`src/gdp_map.vh`:
```
// Register map and reset values for the GPIO data and direction ports
`ifndef GDP_MAP_VH
`define GDP_MAP_VH
`define GDP_ADDR_W 16
`define GDP_P0_LEVEL 16'h5200
`define GDP_P0_DRIVE 16'h5201
`define GDP_P0_DIR 16'h5202
`define GDP_P1_LEVEL 16'h5210
`define GDP_P1_DRIVE 16'h5211
`define GDP_P1_DIR 16'h5212
`define GDP_P2_LEVEL 16'h5220
`define GDP_P2_DRIVE 16'h5221
`define GDP_P2_DIR 16'h5222
`define GDP_P3_LEVEL 16'h5230
`define GDP_P3_DRIVE 16'h5231
`define GDP_P3_DIR 16'h5232
`define GDP_FSEL 16'h52f0
`define GDP_DRIVE_RST 8'h00
`define GDP_DIR_RST 8'h00
`define GDP_FSEL_RST 8'h00
`endif

```
`src/gdp_port_bits.v`:
```
// One GPIO port: sync, drive and direction registers, pin control
`timescale 1ns/100ps
`default_nettype none
`include "gdp_map.vh"
module gdp_port_bits #(
    parameter W = 8
) (
    input wire core_clk,
    input wire nrst,
    input wire [W-1:0] pinIn,
    input wire driveWr,
    input wire dirWr,
    input wire [W-1:0] wrData,
    input wire periphSel,
    input wire [W-1:0] periphOe,
    input wire [W-1:0] periphOut,
    output wire [W-1:0] pinOut,
    output wire [W-1:0] pinOe,
    output wire [W-1:0] levelBits,
    output wire [W-1:0] driveBits,
    output wire [W-1:0] dirBits
);
    reg [W-1:0] syncA_q;
    reg [W-1:0] syncB_q;
    reg [W-1:0] drive_q;
    reg [W-1:0] dir_q;
    // Reset values are byte wide; the narrow port keeps only its low bits
    localparam [7:0] DRIVE_RST = `GDP_DRIVE_RST;
    localparam [7:0] DIR_RST = `GDP_DIR_RST;
    // ----------------------------------------
    // Synchroniser and registers
    // ----------------------------------------
    always @(posedge core_clk) begin
        syncA_q <= pinIn;
        syncB_q <= syncA_q;
        if (!nrst) begin
            drive_q <= DRIVE_RST[W-1:0];
            dir_q <= DIR_RST[W-1:0];
        end else begin
            if (driveWr) begin
                drive_q <= wrData;
            end
            if (dirWr) begin
                dir_q <= wrData;
            end
        end
    end
    // Output mode reads the own driven level; value is not guaranteed
    assign levelBits = syncB_q;
    assign driveBits = drive_q;
    assign dirBits = dir_q;
    assign pinOe = periphSel ? periphOe : dir_q;
    assign pinOut = periphSel ? periphOut : drive_q;
endmodule // gdp_port_bits
`default_nettype wire

```
`src/gdp_ports.v`:
```
// Register slave and four GPIO ports with data and direction control
//
// Notes on behaviour
// - Input-mode pin high reads 1, low reads 0; bit n is pin n.
// - Level bits of output-mode pins are undefined.
// - Level registers are read-only; writes change nothing.
// - Fourth port has four bits; upper four read zero.
// - Stored drive bit 1 drives pin high, 0 drives low.
// - Drive bits reset to 0.
// - Drive register written in input mode keeps value for later.
// - Direction bit 1 is output, 0 is input.
// - Direction bits reset to 0, all pins input.
// - Peripheral function sets direction instead of direction bit.
// - Every register is eight bits, one byte per address; port 3 drive and direction store only four bits.
//
// Implementation choice: strobed register access.
`timescale 1ns/100ps
`default_nettype none
`include "gdp_map.vh"
module gdp_ports #(
    parameter WIDE = 8,
    parameter NARROW = 4
) (
    input wire core_clk,
    input wire nrst,
    input wire [`GDP_ADDR_W-1:0] regAddr,
    input wire [7:0] regWdata,
    input wire regWr,
    input wire regRd,
    output reg [7:0] regRdata,
    input wire [WIDE-1:0] port0PinIn,
    output wire [WIDE-1:0] port0PinOut,
    output wire [WIDE-1:0] port0PinOe,
    input wire [WIDE-1:0] port0PeriphOe,
    input wire [WIDE-1:0] port0PeriphOut,
    input wire [WIDE-1:0] port1PinIn,
    output wire [WIDE-1:0] port1PinOut,
    output wire [WIDE-1:0] port1PinOe,
    input wire [WIDE-1:0] port1PeriphOe,
    input wire [WIDE-1:0] port1PeriphOut,
    input wire [WIDE-1:0] port2PinIn,
    output wire [WIDE-1:0] port2PinOut,
    output wire [WIDE-1:0] port2PinOe,
    input wire [WIDE-1:0] port2PeriphOe,
    input wire [WIDE-1:0] port2PeriphOut,
    input wire [NARROW-1:0] port3PinIn,
    output wire [NARROW-1:0] port3PinOut,
    output wire [NARROW-1:0] port3PinOe,
    input wire [NARROW-1:0] port3PeriphOe,
    input wire [NARROW-1:0] port3PeriphOut,
    output wire [3:0] funcSel
);
    reg [7:0] fsel_q;
    reg [7:0] rdata_d;
    wire [WIDE-1:0] lvl0, drv0, dir0, lvl1, drv1, dir1, lvl2, drv2, dir2;
    wire [NARROW-1:0] lvl3, drv3, dir3;
    // ----------------------------------------
    // Function select, one bit per port
    // ----------------------------------------
    always @(posedge core_clk) begin
        if (!nrst) begin
            fsel_q <= `GDP_FSEL_RST;
        end else if (regWr && regAddr == `GDP_FSEL) begin
            fsel_q <= {4'h0, regWdata[3:0]};
        end
    end
    assign funcSel = fsel_q[3:0];
    // ----------------------------------------
    // Ports; level addresses have no write decode
    // ----------------------------------------
    gdp_port_bits #(.W(WIDE)) uPort0 (
        .core_clk(core_clk), .nrst(nrst), .pinIn(port0PinIn),
        .driveWr(regWr && regAddr == `GDP_P0_DRIVE),
        .dirWr(regWr && regAddr == `GDP_P0_DIR), .wrData(regWdata[WIDE-1:0]),
        .periphSel(fsel_q[0]), .periphOe(port0PeriphOe), .periphOut(port0PeriphOut),
        .pinOut(port0PinOut), .pinOe(port0PinOe),
        .levelBits(lvl0), .driveBits(drv0), .dirBits(dir0)
    );
    gdp_port_bits #(.W(WIDE)) uPort1 (
        .core_clk(core_clk), .nrst(nrst), .pinIn(port1PinIn),
        .driveWr(regWr && regAddr == `GDP_P1_DRIVE),
        .dirWr(regWr && regAddr == `GDP_P1_DIR), .wrData(regWdata[WIDE-1:0]),
        .periphSel(fsel_q[1]), .periphOe(port1PeriphOe), .periphOut(port1PeriphOut),
        .pinOut(port1PinOut), .pinOe(port1PinOe),
        .levelBits(lvl1), .driveBits(drv1), .dirBits(dir1)
    );
    gdp_port_bits #(.W(WIDE)) uPort2 (
        .core_clk(core_clk), .nrst(nrst), .pinIn(port2PinIn),
        .driveWr(regWr && regAddr == `GDP_P2_DRIVE),
        .dirWr(regWr && regAddr == `GDP_P2_DIR), .wrData(regWdata[WIDE-1:0]),
        .periphSel(fsel_q[2]), .periphOe(port2PeriphOe), .periphOut(port2PeriphOut),
        .pinOut(port2PinOut), .pinOe(port2PinOe),
        .levelBits(lvl2), .driveBits(drv2), .dirBits(dir2)
    );
    // Narrow port stores only four bits, so reserved writes vanish
    gdp_port_bits #(.W(NARROW)) uPort3 (
        .core_clk(core_clk), .nrst(nrst), .pinIn(port3PinIn),
        .driveWr(regWr && regAddr == `GDP_P3_DRIVE),
        .dirWr(regWr && regAddr == `GDP_P3_DIR), .wrData(regWdata[NARROW-1:0]),
        .periphSel(fsel_q[3]), .periphOe(port3PeriphOe), .periphOut(port3PeriphOut),
        .pinOut(port3PinOut), .pinOe(port3PinOe),
        .levelBits(lvl3), .driveBits(drv3), .dirBits(dir3)
    );
    // ----------------------------------------
    // Read mux, data registered one cycle after strobe
    // ----------------------------------------
    always @* begin
        rdata_d = 8'h00;
        case (regAddr)
            `GDP_P0_LEVEL: rdata_d = lvl0;
            `GDP_P0_DRIVE: rdata_d = drv0;
            `GDP_P0_DIR: rdata_d = dir0;
            `GDP_P1_LEVEL: rdata_d = lvl1;
            `GDP_P1_DRIVE: rdata_d = drv1;
            `GDP_P1_DIR: rdata_d = dir1;
            `GDP_P2_LEVEL: rdata_d = lvl2;
            `GDP_P2_DRIVE: rdata_d = drv2;
            `GDP_P2_DIR: rdata_d = dir2;
            `GDP_P3_LEVEL: rdata_d = {4'h0, lvl3};
            `GDP_P3_DRIVE: rdata_d = {4'h0, drv3};
            `GDP_P3_DIR: rdata_d = {4'h0, dir3};
            `GDP_FSEL: rdata_d = fsel_q;
            default: rdata_d = 8'h00;
        endcase
    end
    always @(posedge core_clk) begin
        if (!nrst) begin
            regRdata <= 8'h00;
        end else if (regRd) begin
            regRdata <= rdata_d;
        end else begin
            regRdata <= 8'h00;
        end
    end
endmodule // gdp_ports
`default_nettype wire

```
`config.mk`:
```
export PLATFORM = sky130hd
export DESIGN_NAME = gdp_ports
export DESIGN_NICKNAME = d
export VERILOG_FILES = /design/src/gdp_port_bits.v /design/src/gdp_ports.v
export VERILOG_INCLUDE_DIRS = /design/src
export SDC_FILE = /design/constraint.sdc
export NUM_CORES = 1
export LEC_CHECK = 0
export ABC_AREA = 1
export BUFFER_PORTS_ARGS = -buffer_cell sky130_fd_sc_hd__buf_2
export CORE_UTILIZATION = 33
export CTS_CLUSTER_DIAMETER = 80
export DETAILED_ROUTE_END_ITERATION = 8
export PLACE_DENSITY = 0.56
export SLEW_MARGIN = 40
export SYNTH_ARGS = -nofsm -noshare
export SYNTH_HDL_FRONTEND = slang
export SYNTH_HIERARCHICAL = 1
export SYNTH_SLANG_ARGS = --single-unit
```
`constraint.sdc`:
```
create_clock -name core_clk -period 4.4 [get_ports core_clk]
set_input_delay 0.66 -clock core_clk [delete_from_list [all_inputs] [get_ports core_clk]]
set_output_delay 0.66 -clock core_clk [all_outputs]
set_load 0.02 [all_outputs]
```
# Yosys cells after proc, flatten, opt, wreduce, memory -nomap -nowiden
# Cells that the tools add are included.
[word_totals]
ff_bits = 124
inputBits = 112
output_inout_bits = 68
word_cells = 50
[op_classes]
eq_ne = 13
muxes = 9
n_reduce_logical = 10
[ops]
columns = ["op", "count"]
rows = [
  ["16-bit by 15-bit equality test with 1-bit output, second input constant", 13],
  ["8-bit one-hot mux with 13 select lines", 1],
  ["8-bit two-way mux", 6],
  ["1-bit logical AND", 9],
  ["4-bit two-way mux", 2],
  ["2-bit AND reduction", 1],
]

# Logic depth before layout (Yosys ltp)
# Gate-level depths: netlist of the first run.
[logic_depth]
word_depth = 2
mapped_depth = 13
ltp_nobuf = 12

# Modules after synthesis
# The synthesis of the first run kept the hierarchy.
[by_module_without_submodules]
columns = ["module", "instances", "cells_per_inst", "area_per_inst_um2", "seq_area_each_um2"]
rows = [
  ["gdp_port_bits at uPort0 ...", 3, 161, 1196.1, 640.6],
  ["gdp_ports", 1, 323, 1644.1, 240.2],
  ["gdp_port_bits at uPort3", 1, 80, 581.8, 320.3],
]

# Worst setup path after synthesis of the first run
# OpenSTA, ideal clock, no wires.
[synth_timing]
path_type = "input port to flip-flop"
from = "input regAddr[13]"
to = "register uPort0.dir_q[5], in the netlist uPort0/dirBits[5]"
setup_ns = 0.113
arrival_time_ns = 1.733
t_required_ns = 4.287
path_slack_ns = 2.554
cell_stages = 11
n_path_buf = 3
cell_sequence = "nor2_1 -> nand3_1 -> nor2_4 -> buf_2 -> nand2_1 -> nor2_1 -> buf_6 -> buf_6 -> nand2_1 -> nand2_1 -> nor2_1"
[synth_via]
elab_chain_len = 2
[synth_rtl]
columns = ["item", "line_no", "rtl"]
rows = [
  ["start: declaration", "gdp_ports.v:26", "input wire [`GDP_ADDR_W-1:0] regAddr,"],
  ["16-bit by 15-bit equality test with 1-bit output", "-", ""],
  ["1-bit logical AND (no line)", "-", ""],
  ["end signal: assignment", "gdp_port_bits.v:38", "dir_q <= DIR_RST[W-1:0];"],
  ["end signal: assignment", "gdp_port_bits.v:44", "dir_q <= wrData;"],
  ["end: declaration", "gdp_port_bits.v:26", "reg [W-1:0] dir_q;"],
]
# No other way between the ends.
# A chain may end at the register's enable or synchronous reset.

# Worst setup path in the final report of the first run
[layout_timing]
from = "input regAddr[13]"
to = "register uPort2.drive_q[5], in the netlist uPort2/driveBits[5]"
[layout_via]
elab_chain_len = 2
[layout_rtl]
columns = ["item", "line_no", "rtl"]
rows = [
  ["16-bit by 15-bit equality test with 1-bit output", "-", ""],
  ["1-bit logical AND (no line)", "-", ""],
  ["end signal: assignment", "gdp_port_bits.v:37", "drive_q <= DRIVE_RST[W-1:0];"],
  ["end signal: assignment", "gdp_port_bits.v:41", "drive_q <= wrData;"],
  ["end: declaration", "gdp_port_bits.v:25", "reg [W-1:0] drive_q;"],
]
# No other way between the ends.

==> run summary, run 1 <==
cell accounting for the most synthesized area - dfxtp_1
Crit path arrival time - 2.53 ns
Fmax - 450 MHz
H-tree Lvls - 4
warnings from Yosys - 6
Mapped Cells - 886
clk buf depth - 2
Area contributors post-synth - dfxtp_1, nand2_1, nor2_1, inv_1, nand3_1
Post-CTS Hold Buffers - 0
critical path endpoint category - flip-flop
initial antenna violation count - 0
DRT Pass-1 Iters - 5
Pleak - 0.00357 uW
area of the mapped netlist - 5810 um2
Slowest cell on crit path - nor2_2
total placed cells including tap cells - 1,258
Root Buffer - clkbuf_16
HPWL after DPL - 12.4 mm
Top Ports - 180
Die Wd - 135 um
die area - 18,200 um2
Clock Latency Late Sink - 0.43 ns
slowest stage delay, CP - 0.50 ns
EDFF count, synth - 0
area of the multi-input gates - 2590 um2
Filler Cell Count - 1,829
syn_nets - 998
dpl ws - 1.75 ns
R2R Setup Slk - 3.11 ns
critical path's top delay family - simple AND/OR/NAND/NOR gates
Setup Fix Bufs, Post-CTS - 0
Initial Utilization - 33.7%
relative slew slack - 48.1%
Final Hold Viols - 0
drt wl/cell - 12.9 um
gr usage total - 18.6%
vias post-DR - 5,638
Layout area overhead - 27.5%
FF+latch count, synth - 124
FF/Latch Area - 2490 um2
Row Count - 48
critical path depth - 10
# setup viols final - 0
Startpoint Class - input port
critical path peak fanout - 22
final estimated routing congestion in global placement - 0.906
period utilization - 50.5%
final setup margin - 2.18 ns
DRC - 0
CTS buffer count - 17
RSZ-0062 raised after global routing - no
Worst Tran Pin Value - 0.772 ns
post-route ant nets - 0
post-route setup TNS - 0 ns
Buf+Inv Stages, Crit Path - 2
vias in the first global route - 4,766
Final Net Count - 1,164
maximum vdd drop - 0.000384 V
final std cells w/o fill - 1,288
R2R Path Start - fsel_q[2]
largest net degree at the start of global routing - 58
IO buf count - 179
CP Cell Sequence - buf_2, nor2_1, nand3_1, nor2_4, buf_4, nand2_1, nor2_2, nand2_1, nand2_1, nor2_1
Overflow after GRT - 0
asr flop ratio synth - 0%
end of the critical path - uPort2/driveBits[5]
hold_ws - 0.321 ns
top cell type's share of synthesized area - 42.7%
# diodes - 0
CP required - 4.71 ns
clk sinks - 124
Worst Setup Path Type - in2reg
most frequent cells after synthesis - nand2_1, nor2_1, dfxtp_1
syn_area_per_cell - 6.56 um2
core area - 17,200 um2
Worst Setup SP - regAddr[13]
CTS tree - done
initial DRC count - 442
Final min period - 2.22 ns
FF-to-FF path depth - 6
Layout Skew - 0.0143 ns
status - complete, no violations
Power per Cell Area - 380 nW/um2
cell mode on critical path - nand2_1
worst min path class - reg2reg
MaxCap Viol Count - 0
most frequent cell after synthesis - nand2_1
register area share after synthesis - 42.7%
vias per cell - 4.38
Synth Flop Type - dfxtp_1
Final Max Slew Viols - 0
wire length of the first global-routing pass - 25.3 mm
share of post-route cells with drive strength above 1 - 24.2%
Routed WL - 16.6 mm
RR Endpoint - regRdata[2]
post-synthesis cell type count - 21
final core occ - 43.0%
clock-pin slew on the worst setup and hold paths - 0.06 ns
Die Y - 135 um
post-CTS sizing - 0
## worst register-to-register path, delay by kind of cell, from the launching register on
family | cells | cell delay, ns
DFF | 1 | 0.68
and+or+nand+nor | 6 | 0.52
## per-layer routing
| metal | vias up | GRT usage [%] | wire length, um |
|---|---|---|---|
| met5 | - | 0 | 0 |
| met2 | 192 | 28.8 | 7280 |
| met4 | 0 | 7.55 | 297 |
| li1 | 3002 | - | - |
| met3 | 22 | 3.72 | 1070 |
| met1 | 2422 | 25.3 | 7930 |
## where the power goes
| part | total, uW | internal (uW) | switching, uW |
|---|---|---|---|
| Clock | 1550 | 1040 | 505 |
| Sequential | 1160 | 1150 | 7.28 |
| Combinational | 114 | 49.0 | 64.6 |
## kinds of logic after synthesis
group / after synthesis / share of synthesized area (%)
and+or+nand+nor: 539 / 38.6
buffers and inverters: 160 / 13.2
DFF: 124 / 42.7
AOI/OAI and AO/OA: 63 / 5.42
## layout by cell type (no fill, tap or decap), types with 6 or more instances in the layout
master	instances
nor2_1	161
dfxtp_1	121
o21ai_0	56
buf_2	179
nand3_1	64
buf_4	6
inv_1	113
nor2_4	12
inv_2	8
nand2_1	280
nor2_2	10
clkbuf_16	17
## worst min path at each step
stage / start / end / slack, ns / cells past startpoint
after floorplan: uPort0/syncA_q[0] / uPort0/levelBits[0] / 0.31 / 0
after global placement: uPort1/syncA_q[2] / uPort1/levelBits[2] / 0.31 / 0
after detailed placement: uPort2/syncA_q[0] / uPort2/levelBits[0] / 0.31 / 0
after CTS: port2PinIn[1] / uPort2/syncA_q[1] / 0.32 / 1
after global routing: port3PinIn[0] / uPort3/syncA_q[0] / 0.32 / 1
final: uPort2/syncA_q[3] / uPort2/levelBits[3] / 0.32 / 0
## cell type report
type                       count  area share, %
clock buffer                  20           6.30
sequential                   124           33.5
clock inverter                10           2.55
tap                          225           3.80
multi-input combinational    602           35.0
timing repair buffer         185           12.7
inverter                     122           6.18
## per-stage QoR
| step | power (uW) | cell area [um2] |
|---|---|---|
| after floorplan | 1230 | 5810 |
| after global placement | 1290 | 6730 |
| after detailed placement | 1300 | 6760 |
| after CTS | 2840 | 7410 |
| after global routing | 2910 | 7410 |
| final | 2820 | 7410 |
Power figures use the tool's default switching activity.
==> inputs of run 2 (changes only) <==
==> constraint.sdc (replaced) <==
create_clock -name core_clk -period 2.31 [get_ports core_clk]
set_input_delay 0.3465 -clock core_clk [delete_from_list [all_inputs] [get_ports core_clk]]
set_output_delay 0.3465 -clock core_clk [all_outputs]
set_load 0.02 [all_outputs]
==> run summary, run 2 (synthesized netlist as in run 1, its figures left out) <==
status - complete, no violations (unchanged)
drt wl/cell - 12.7 um (was 12.9 um)
largest net degree at the start of global routing - 45 (was 58)
clk sinks - 124 (unchanged)
wire length on met1 - 7.88 mm (was 7.93 mm)
Final Net Count - 1,174 (was 1,164)
worst min path class - in2reg (was reg2reg)
CTS buffer count - 17 (unchanged)
Routed WL - 16.5 mm (was 16.6 mm)
CP required - 1.96 ns (was 4.71 ns)
commonest non-fill, non-tap cell in the layout - nand2_1 (unchanged)
Worst Tran Pin Value - 0.571 ns (was 0.772 ns)
post-route setup TNS - 0 ns (unchanged)
gr usage total - 18.6% (about the same)
Crit path arrival time - 1.64 ns (was 2.53 ns)
RSZ-0062 raised after global routing - no (unchanged)
Clock Latency Late Sink - 0.41 ns (was 0.43 ns)
vias in the first global route - 4,883 (was 4,766)
initial DRC count - 472 (was 442)
maximum vdd drop - 0.000802 V (was 0.000384 V)
Worst Setup Path Type - reg2out (was in2reg)
slowest stage delay, CP - 0.59 ns (was 0.50 ns)
# setup viols final - 0 (unchanged)
met2 WL post-DR - 7.27 mm (was 7.28 mm)
relative slew slack - 61.9% (was 48.1%)
Layout area overhead - 27.9% (was 27.5%)
wire length of the first global-routing pass - 25.6 mm (was 25.3 mm)
final estimated routing congestion in global placement - 0.885 (was 0.906)
Fmax - 505 MHz
CP Cell Sequence - buf_4, nand2_1, o21ai_0, buf_2 (was buf_2, nor2_1, nand3_1, nor2_4, buf_4, nand2_1, nor2_2, nand2_1, nand2_1, nor2_1)
Startpoint Class - flip-flop (was input port)
Initial Utilization - 33.7% (unchanged)
hold_ws - 0.0324 ns (was 0.321 ns)
Top Ports - 180 (unchanged)
Die Wd - 135 um (unchanged)
clock-pin slew on the worst setup and hold paths - 0.06 ns (about the same)
vias per cell - 4.33 (was 4.38)
Root Buffer - clkbuf_16 (unchanged)
initial antenna violation count - 0 (unchanged)
Slowest cell on crit path - dfxtp_1 (was nor2_2)
MaxCap Viol Count - 0 (unchanged)
Row Count - 48 (unchanged)
HPWL after DPL - 12.6 mm (was 12.4 mm)
post-route ant nets - 0 (unchanged)
Post-CTS Hold Buffers - 0 (unchanged)
period utilization - 85.8%
Setup Fix Bufs, Post-CTS - 0 (unchanged)
Pleak - 0.00361 uW (was 0.00357 uW)
H-tree Lvls - 4 (unchanged)
DRC - 0 (unchanged)
IO buf count - 179 (unchanged)
critical path's top delay family - flip-flops (was simple AND/OR/NAND/NOR gates)
Die Y - 135 um (unchanged)
Buf+Inv Stages, Crit Path - 2 (unchanged)
top sig layer - met4 (unchanged)
die area - 18,200 um2 (unchanged)
clk buf depth - 2 (unchanged)
DRT Pass-1 Iters - 5 (unchanged)
Power per Cell Area - 689 nW/um2 (was 380 nW/um2)
Final Hold Viols - 0 (unchanged)
post-CTS sizing - 0 (unchanged)
Final Max Slew Viols - 0 (unchanged)
Final min period - 1.98 ns
CTS tree - done (unchanged)
Layout Skew - 0.00725 ns (was 0.0143 ns)
metal3 WL - 1.10 mm (was 1.07 mm)
critical path endpoint category - output port (was flip-flop)
# diodes - 0 (unchanged)
vias post-DR - 5,626 (was 5,638)
share of post-route cells with drive strength above 1 - 24.1% (was 24.2%)
Overflow after GRT - 0 (unchanged)
commonest non-fill, non-tap cells in the layout - nand2_1, buf_2, nor2_1 (unchanged)
core area - 17,200 um2 (unchanged)
critical path peak fanout - 25 (was 22)
run 2: cell count changes in the layout (fill, tap and decap cells not counted), moves of 3 or more:
cell	before	now
buf_4	6	14
nor2_1	161	165
nor2_2	10	6
clkinv_2	0	3
dfxtp_1	121	124
dfxtp_2	3	0
run 2: final timing paths:
| path | start | end | slack [ns] | cells after the start |
|---|---|---|---|---|
| worst max-delay path | fsel_q[2] | port2PinOut[1] | 0.33 | 4 |
| worst min-delay path | port1PinIn[1] | uPort1/syncA_q[1] | 0.03 | 1 |
| worst min register to register | uPort2/syncA_q[3] | uPort2/levelBits[3] | 0.32 | 0 |
| worst max register to register | fsel_q[3] | regRdata[3] | 1.09 | 6 |
run 2: layout make-up:
cell class                 instances  area (um2)
tap                              225         282
clock inverter                    13         164
sequential                       124        2480
timing repair buffer             195        1040
multi-input combinational        602        2570
fill                            1824        9800
clock buffer                      19         443
inverter                         122         458
run 2: power breakdown:
part | internal [uW] | total [uW] | switching, uW | leakage (uW)
logic | 95.6 | 218 | 122 | 0.00230
registers | 2190 | 2200 | 12.9 | 0.00102
clock network | 1730 | 2700 | 971 | 0.000294
run 2: per-stage QoR:
step	cell area, um2	std cells	utilization (%)	total power, uW	setup slack [ns]
global placement	6830	1268	39.6	2470	0.487
CTS	7440	1300	43.2	5190	0.313
finish	7440	1300	43.2	5120	0.328
floorplan	5810	886	-	2340	0.778
detailed placement	6830	1268	39.6	2470	0.477
global route	7440	1300	43.2	5310	0.227
run 2: routing by layer:
metal	up-vias	global-route usage, %
met4	0	6.05
met3	16	4.09
met5	-	0
met2	210	28.9
li1	3016	-
met1	2384	25.5
==> inputs of run 3 (changes only) <==
--- a/config.mk
+++ b/config.mk
@@ -8,10 +8,10 @@
 export LEC_CHECK = 0
 export ABC_AREA = 1
 export BUFFER_PORTS_ARGS = -buffer_cell sky130_fd_sc_hd__buf_2
-export CORE_UTILIZATION = 33
+export CORE_UTILIZATION = 51
 export CTS_CLUSTER_DIAMETER = 80
 export DETAILED_ROUTE_END_ITERATION = 8
-export PLACE_DENSITY = 0.56
+export PLACE_DENSITY = 0.8
 export SLEW_MARGIN = 40
 export SYNTH_ARGS = -nofsm -noshare
 export SYNTH_HDL_FRONTEND = slang
==> run summary, run 3 (synthesized netlist as in run 1, its figures left out) <==
status - complete, no violations (unchanged)
Setup Fix Bufs, Post-CTS - 0 (unchanged)
clock-pin slew on the worst setup and hold paths - 0.06 ns (about the same)
critical path peak fanout - 19 (was 25)
maximum vdd drop - 0.000639 V (was 0.000802 V)
Final Max Slew Viols - 0 (unchanged)
Internal - 3910 uW (was 4020 uW)
clk sinks - 124 (unchanged)
Buf+Inv Stages, Crit Path - 1 (was 2)
RR Endpoint - regRdata[3] (unchanged)
Worst Tran Pin Value - 0.560 ns (was 0.571 ns)
Final min period - 1.79 ns (was 1.98 ns)
CP Cell Sequence - nand2_1, o21ai_0, buf_2 (was buf_4, nand2_1, o21ai_0, buf_2)
Overflow after GRT - 0 (unchanged)
Crit path arrival time - 1.44 ns (was 1.64 ns)
Die Y - 109 um (was 135 um)
CTS tree - done (unchanged)
period utilization - 77.5% (was 85.8%)
Initial Utilization - 52.9% (was 33.7%)
Root Buffer - clkbuf_16 (unchanged)
Slowest cell on crit path - dfxtp_1 (unchanged)
post-CTS sizing - 0 (unchanged)
Final Hold Viols - 0 (unchanged)
commonest non-fill, non-tap cells in the layout - nand2_1, buf_2, nor2_1 (unchanged)
Layout area overhead - 25.8% (was 27.9%)
part of the power in registers - 43.2% (was 43.0%)
Post-CTS Hold Buffers - 0 (unchanged)
hold path startpoint - port2PinIn[3] (was port1PinIn[1])
Clock power frac - 52.6% (was 52.7%)
core area - 11,000 um2 (was 17,200 um2)
Final Net Count - 1,176 (was 1,174)
MaxCap Viol Count - 0 (unchanged)
switching portion of total power - 23.4% (was 21.6%)
CP required - 1.96 ns (about the same)
critical path endpoint category - output port (unchanged)
RSZ-0062 raised after global routing - no (unchanged)
gr usage total - 26.9% (was 18.6%)
worst min path class - in2reg (unchanged)
final setup margin - 0.519 ns (was 0.328 ns)
R2R Path Start - fsel_q[3] (unchanged)
HPWL after DPL - 11.4 mm (was 12.6 mm)
Worst Setup SP - fsel_q[3] (was fsel_q[2])
H-tree Lvls - 4 (unchanged)
Die Wd - 109 um (was 135 um)
Startpoint Class - flip-flop (unchanged)
Row Count - 38 (was 48)
R2R Setup Slk - 1.07 ns (was 1.09 ns)
Routed WL - 15.6 mm (was 16.5 mm)
vias in the first global route - 4,930 (was 4,883)
vias post-DR - 5,874 (was 5,626)
dpl ws - 0.385 ns (was 0.477 ns)
post-route ant nets - 0 (unchanged)
Combinational Power Share - 4.2% (was 4.3%)
wire length of the first global-routing pass - 24.0 mm (was 25.6 mm)
relative slew slack - 62.6% (was 61.9%)
vias per cell - 4.83 (was 4.33)
DRT Pass-1 Iters - 5 (unchanged)
largest net degree at the start of global routing - 41 (was 45)
IO buf count - 179 (unchanged)
end of the critical path - port3PinOe[2] (was port2PinOut[1])
DRC - 0 (unchanged)
Fmax - 558 MHz (was 505 MHz)
drt wl/cell - 12.8 um (was 12.7 um)
critical path depth - 3 (was 4)
final estimated routing congestion in global placement - 0.962 (was 0.885)
initial DRC count - 501 (was 472)
final core occ - 66.6% (was 43.2%)
clk buf depth - 2 (unchanged)
Top Ports - 180 (unchanged)
FF-to-FF path depth - 6 (unchanged)
slowest stage delay, CP - 0.67 ns (was 0.59 ns)
# diodes - 0 (unchanged)
die area - 11,800 um2 (was 18,200 um2)
post-route setup TNS - 0 ns (unchanged)
Layout Skew - 0.0114 ns (was 0.00725 ns)
Pleak - 0.00362 uW (was 0.00361 uW)
Power per Cell Area - 698 nW/um2 (was 689 nW/um2)
Filler Cell Count - 977 (was 1,824)
P_sw - 1190 uW (was 1110 uW)
Worst Setup Path Type - reg2out (unchanged)
critical path's top delay family - flip-flops (unchanged)
initial antenna violation count - 0 (unchanged)
commonest non-fill, non-tap cell in the layout - nand2_1 (unchanged)
Clock Latency Late Sink - 0.41 ns (about the same)
# setup viols final - 0 (unchanged)
share of post-route cells with drive strength above 1 - 24.3% (was 24.1%)
CTS buffer count - 17 (unchanged)
==> run 3: cell count changes in the layout (fill, tap and decap cells not counted) <==
cell	previous run	this run
clkinv_2	3	1
buf_12	2	0
bufinv_16	3	2
inv_8	0	3
clkinvlp_4	2	1
clkbuf_1	1	0
buf_4	14	18
inv_6	2	5
clkbuf_8	1	0
==> run 3: worst min-delay path by stage <==
stage | to | depth (start not counted)
2_1_floorplan | uPort0/levelBits[0] | 0
3_3_place_gp | uPort0/levelBits[2] | 0
5_1_grt | uPort0/syncA_q[7] | 1
3_5_place_dp | uPort1/levelBits[6] | 0
6_report | uPort2/syncA_q[3] | 1
4_1_cts | uPort0/syncA_q[7] | 1
==> run 3: routing by layer <==
metal  routed length [um]  track usage [%]  part of all wire, %
met5                    0                0                    0
met4                  464             13.3                  3.0
met3                 1280             5.32                  8.2
met2                 7160             44.7                   46
met1                 6680             33.3                   43
==> run 3: layout make-up <==
class | instances | area (um2) | area share (%)
inverters | 122 | 458 | 6.26
well taps | 140 | 175 | 2.39
clock inverters | 15 | 176 | 2.41
clock buffers | 17 | 425 | 5.81
flip-flops and latches | 124 | 2480 | 33.9
multi-input cells | 602 | 2570 | 35.1
repair buffers | 197 | 1030 | 14.1
==> run 3: worst register-to-register path, delay by kind of cell, from the launching register on <==
| family | cells | cell delay, ns |
|---|---|---|
| AND/OR/NAND/NOR | 6 | 0.51 |
| flip-flops | 1 | 0.67 |
==> run 3: metrics by stage <==
step	std cells	hold WS [ns]	area [um2]	power [uW]
floorplan	886	0.310	5810	2340
global route	1217	0.0157	7320	5260
global placement	1185	0.311	6720	2460
finish	1217	0.0306	7320	5110
detailed placement	1185	0.312	6720	2460
CTS	1217	0.0126	7320	5160
==> run 3: power groups by stage <==
stage | clock [uW] | sequential [uW] | combinational [uW]
after floorplan | 0 | 2250 | 93.9
after global placement | 0 | 2250 | 207
after detailed placement | 0 | 2250 | 210
after CTS | 2740 | 2210 | 213
after global routing | 2810 | 2210 | 237
final | 2680 | 2210 | 214
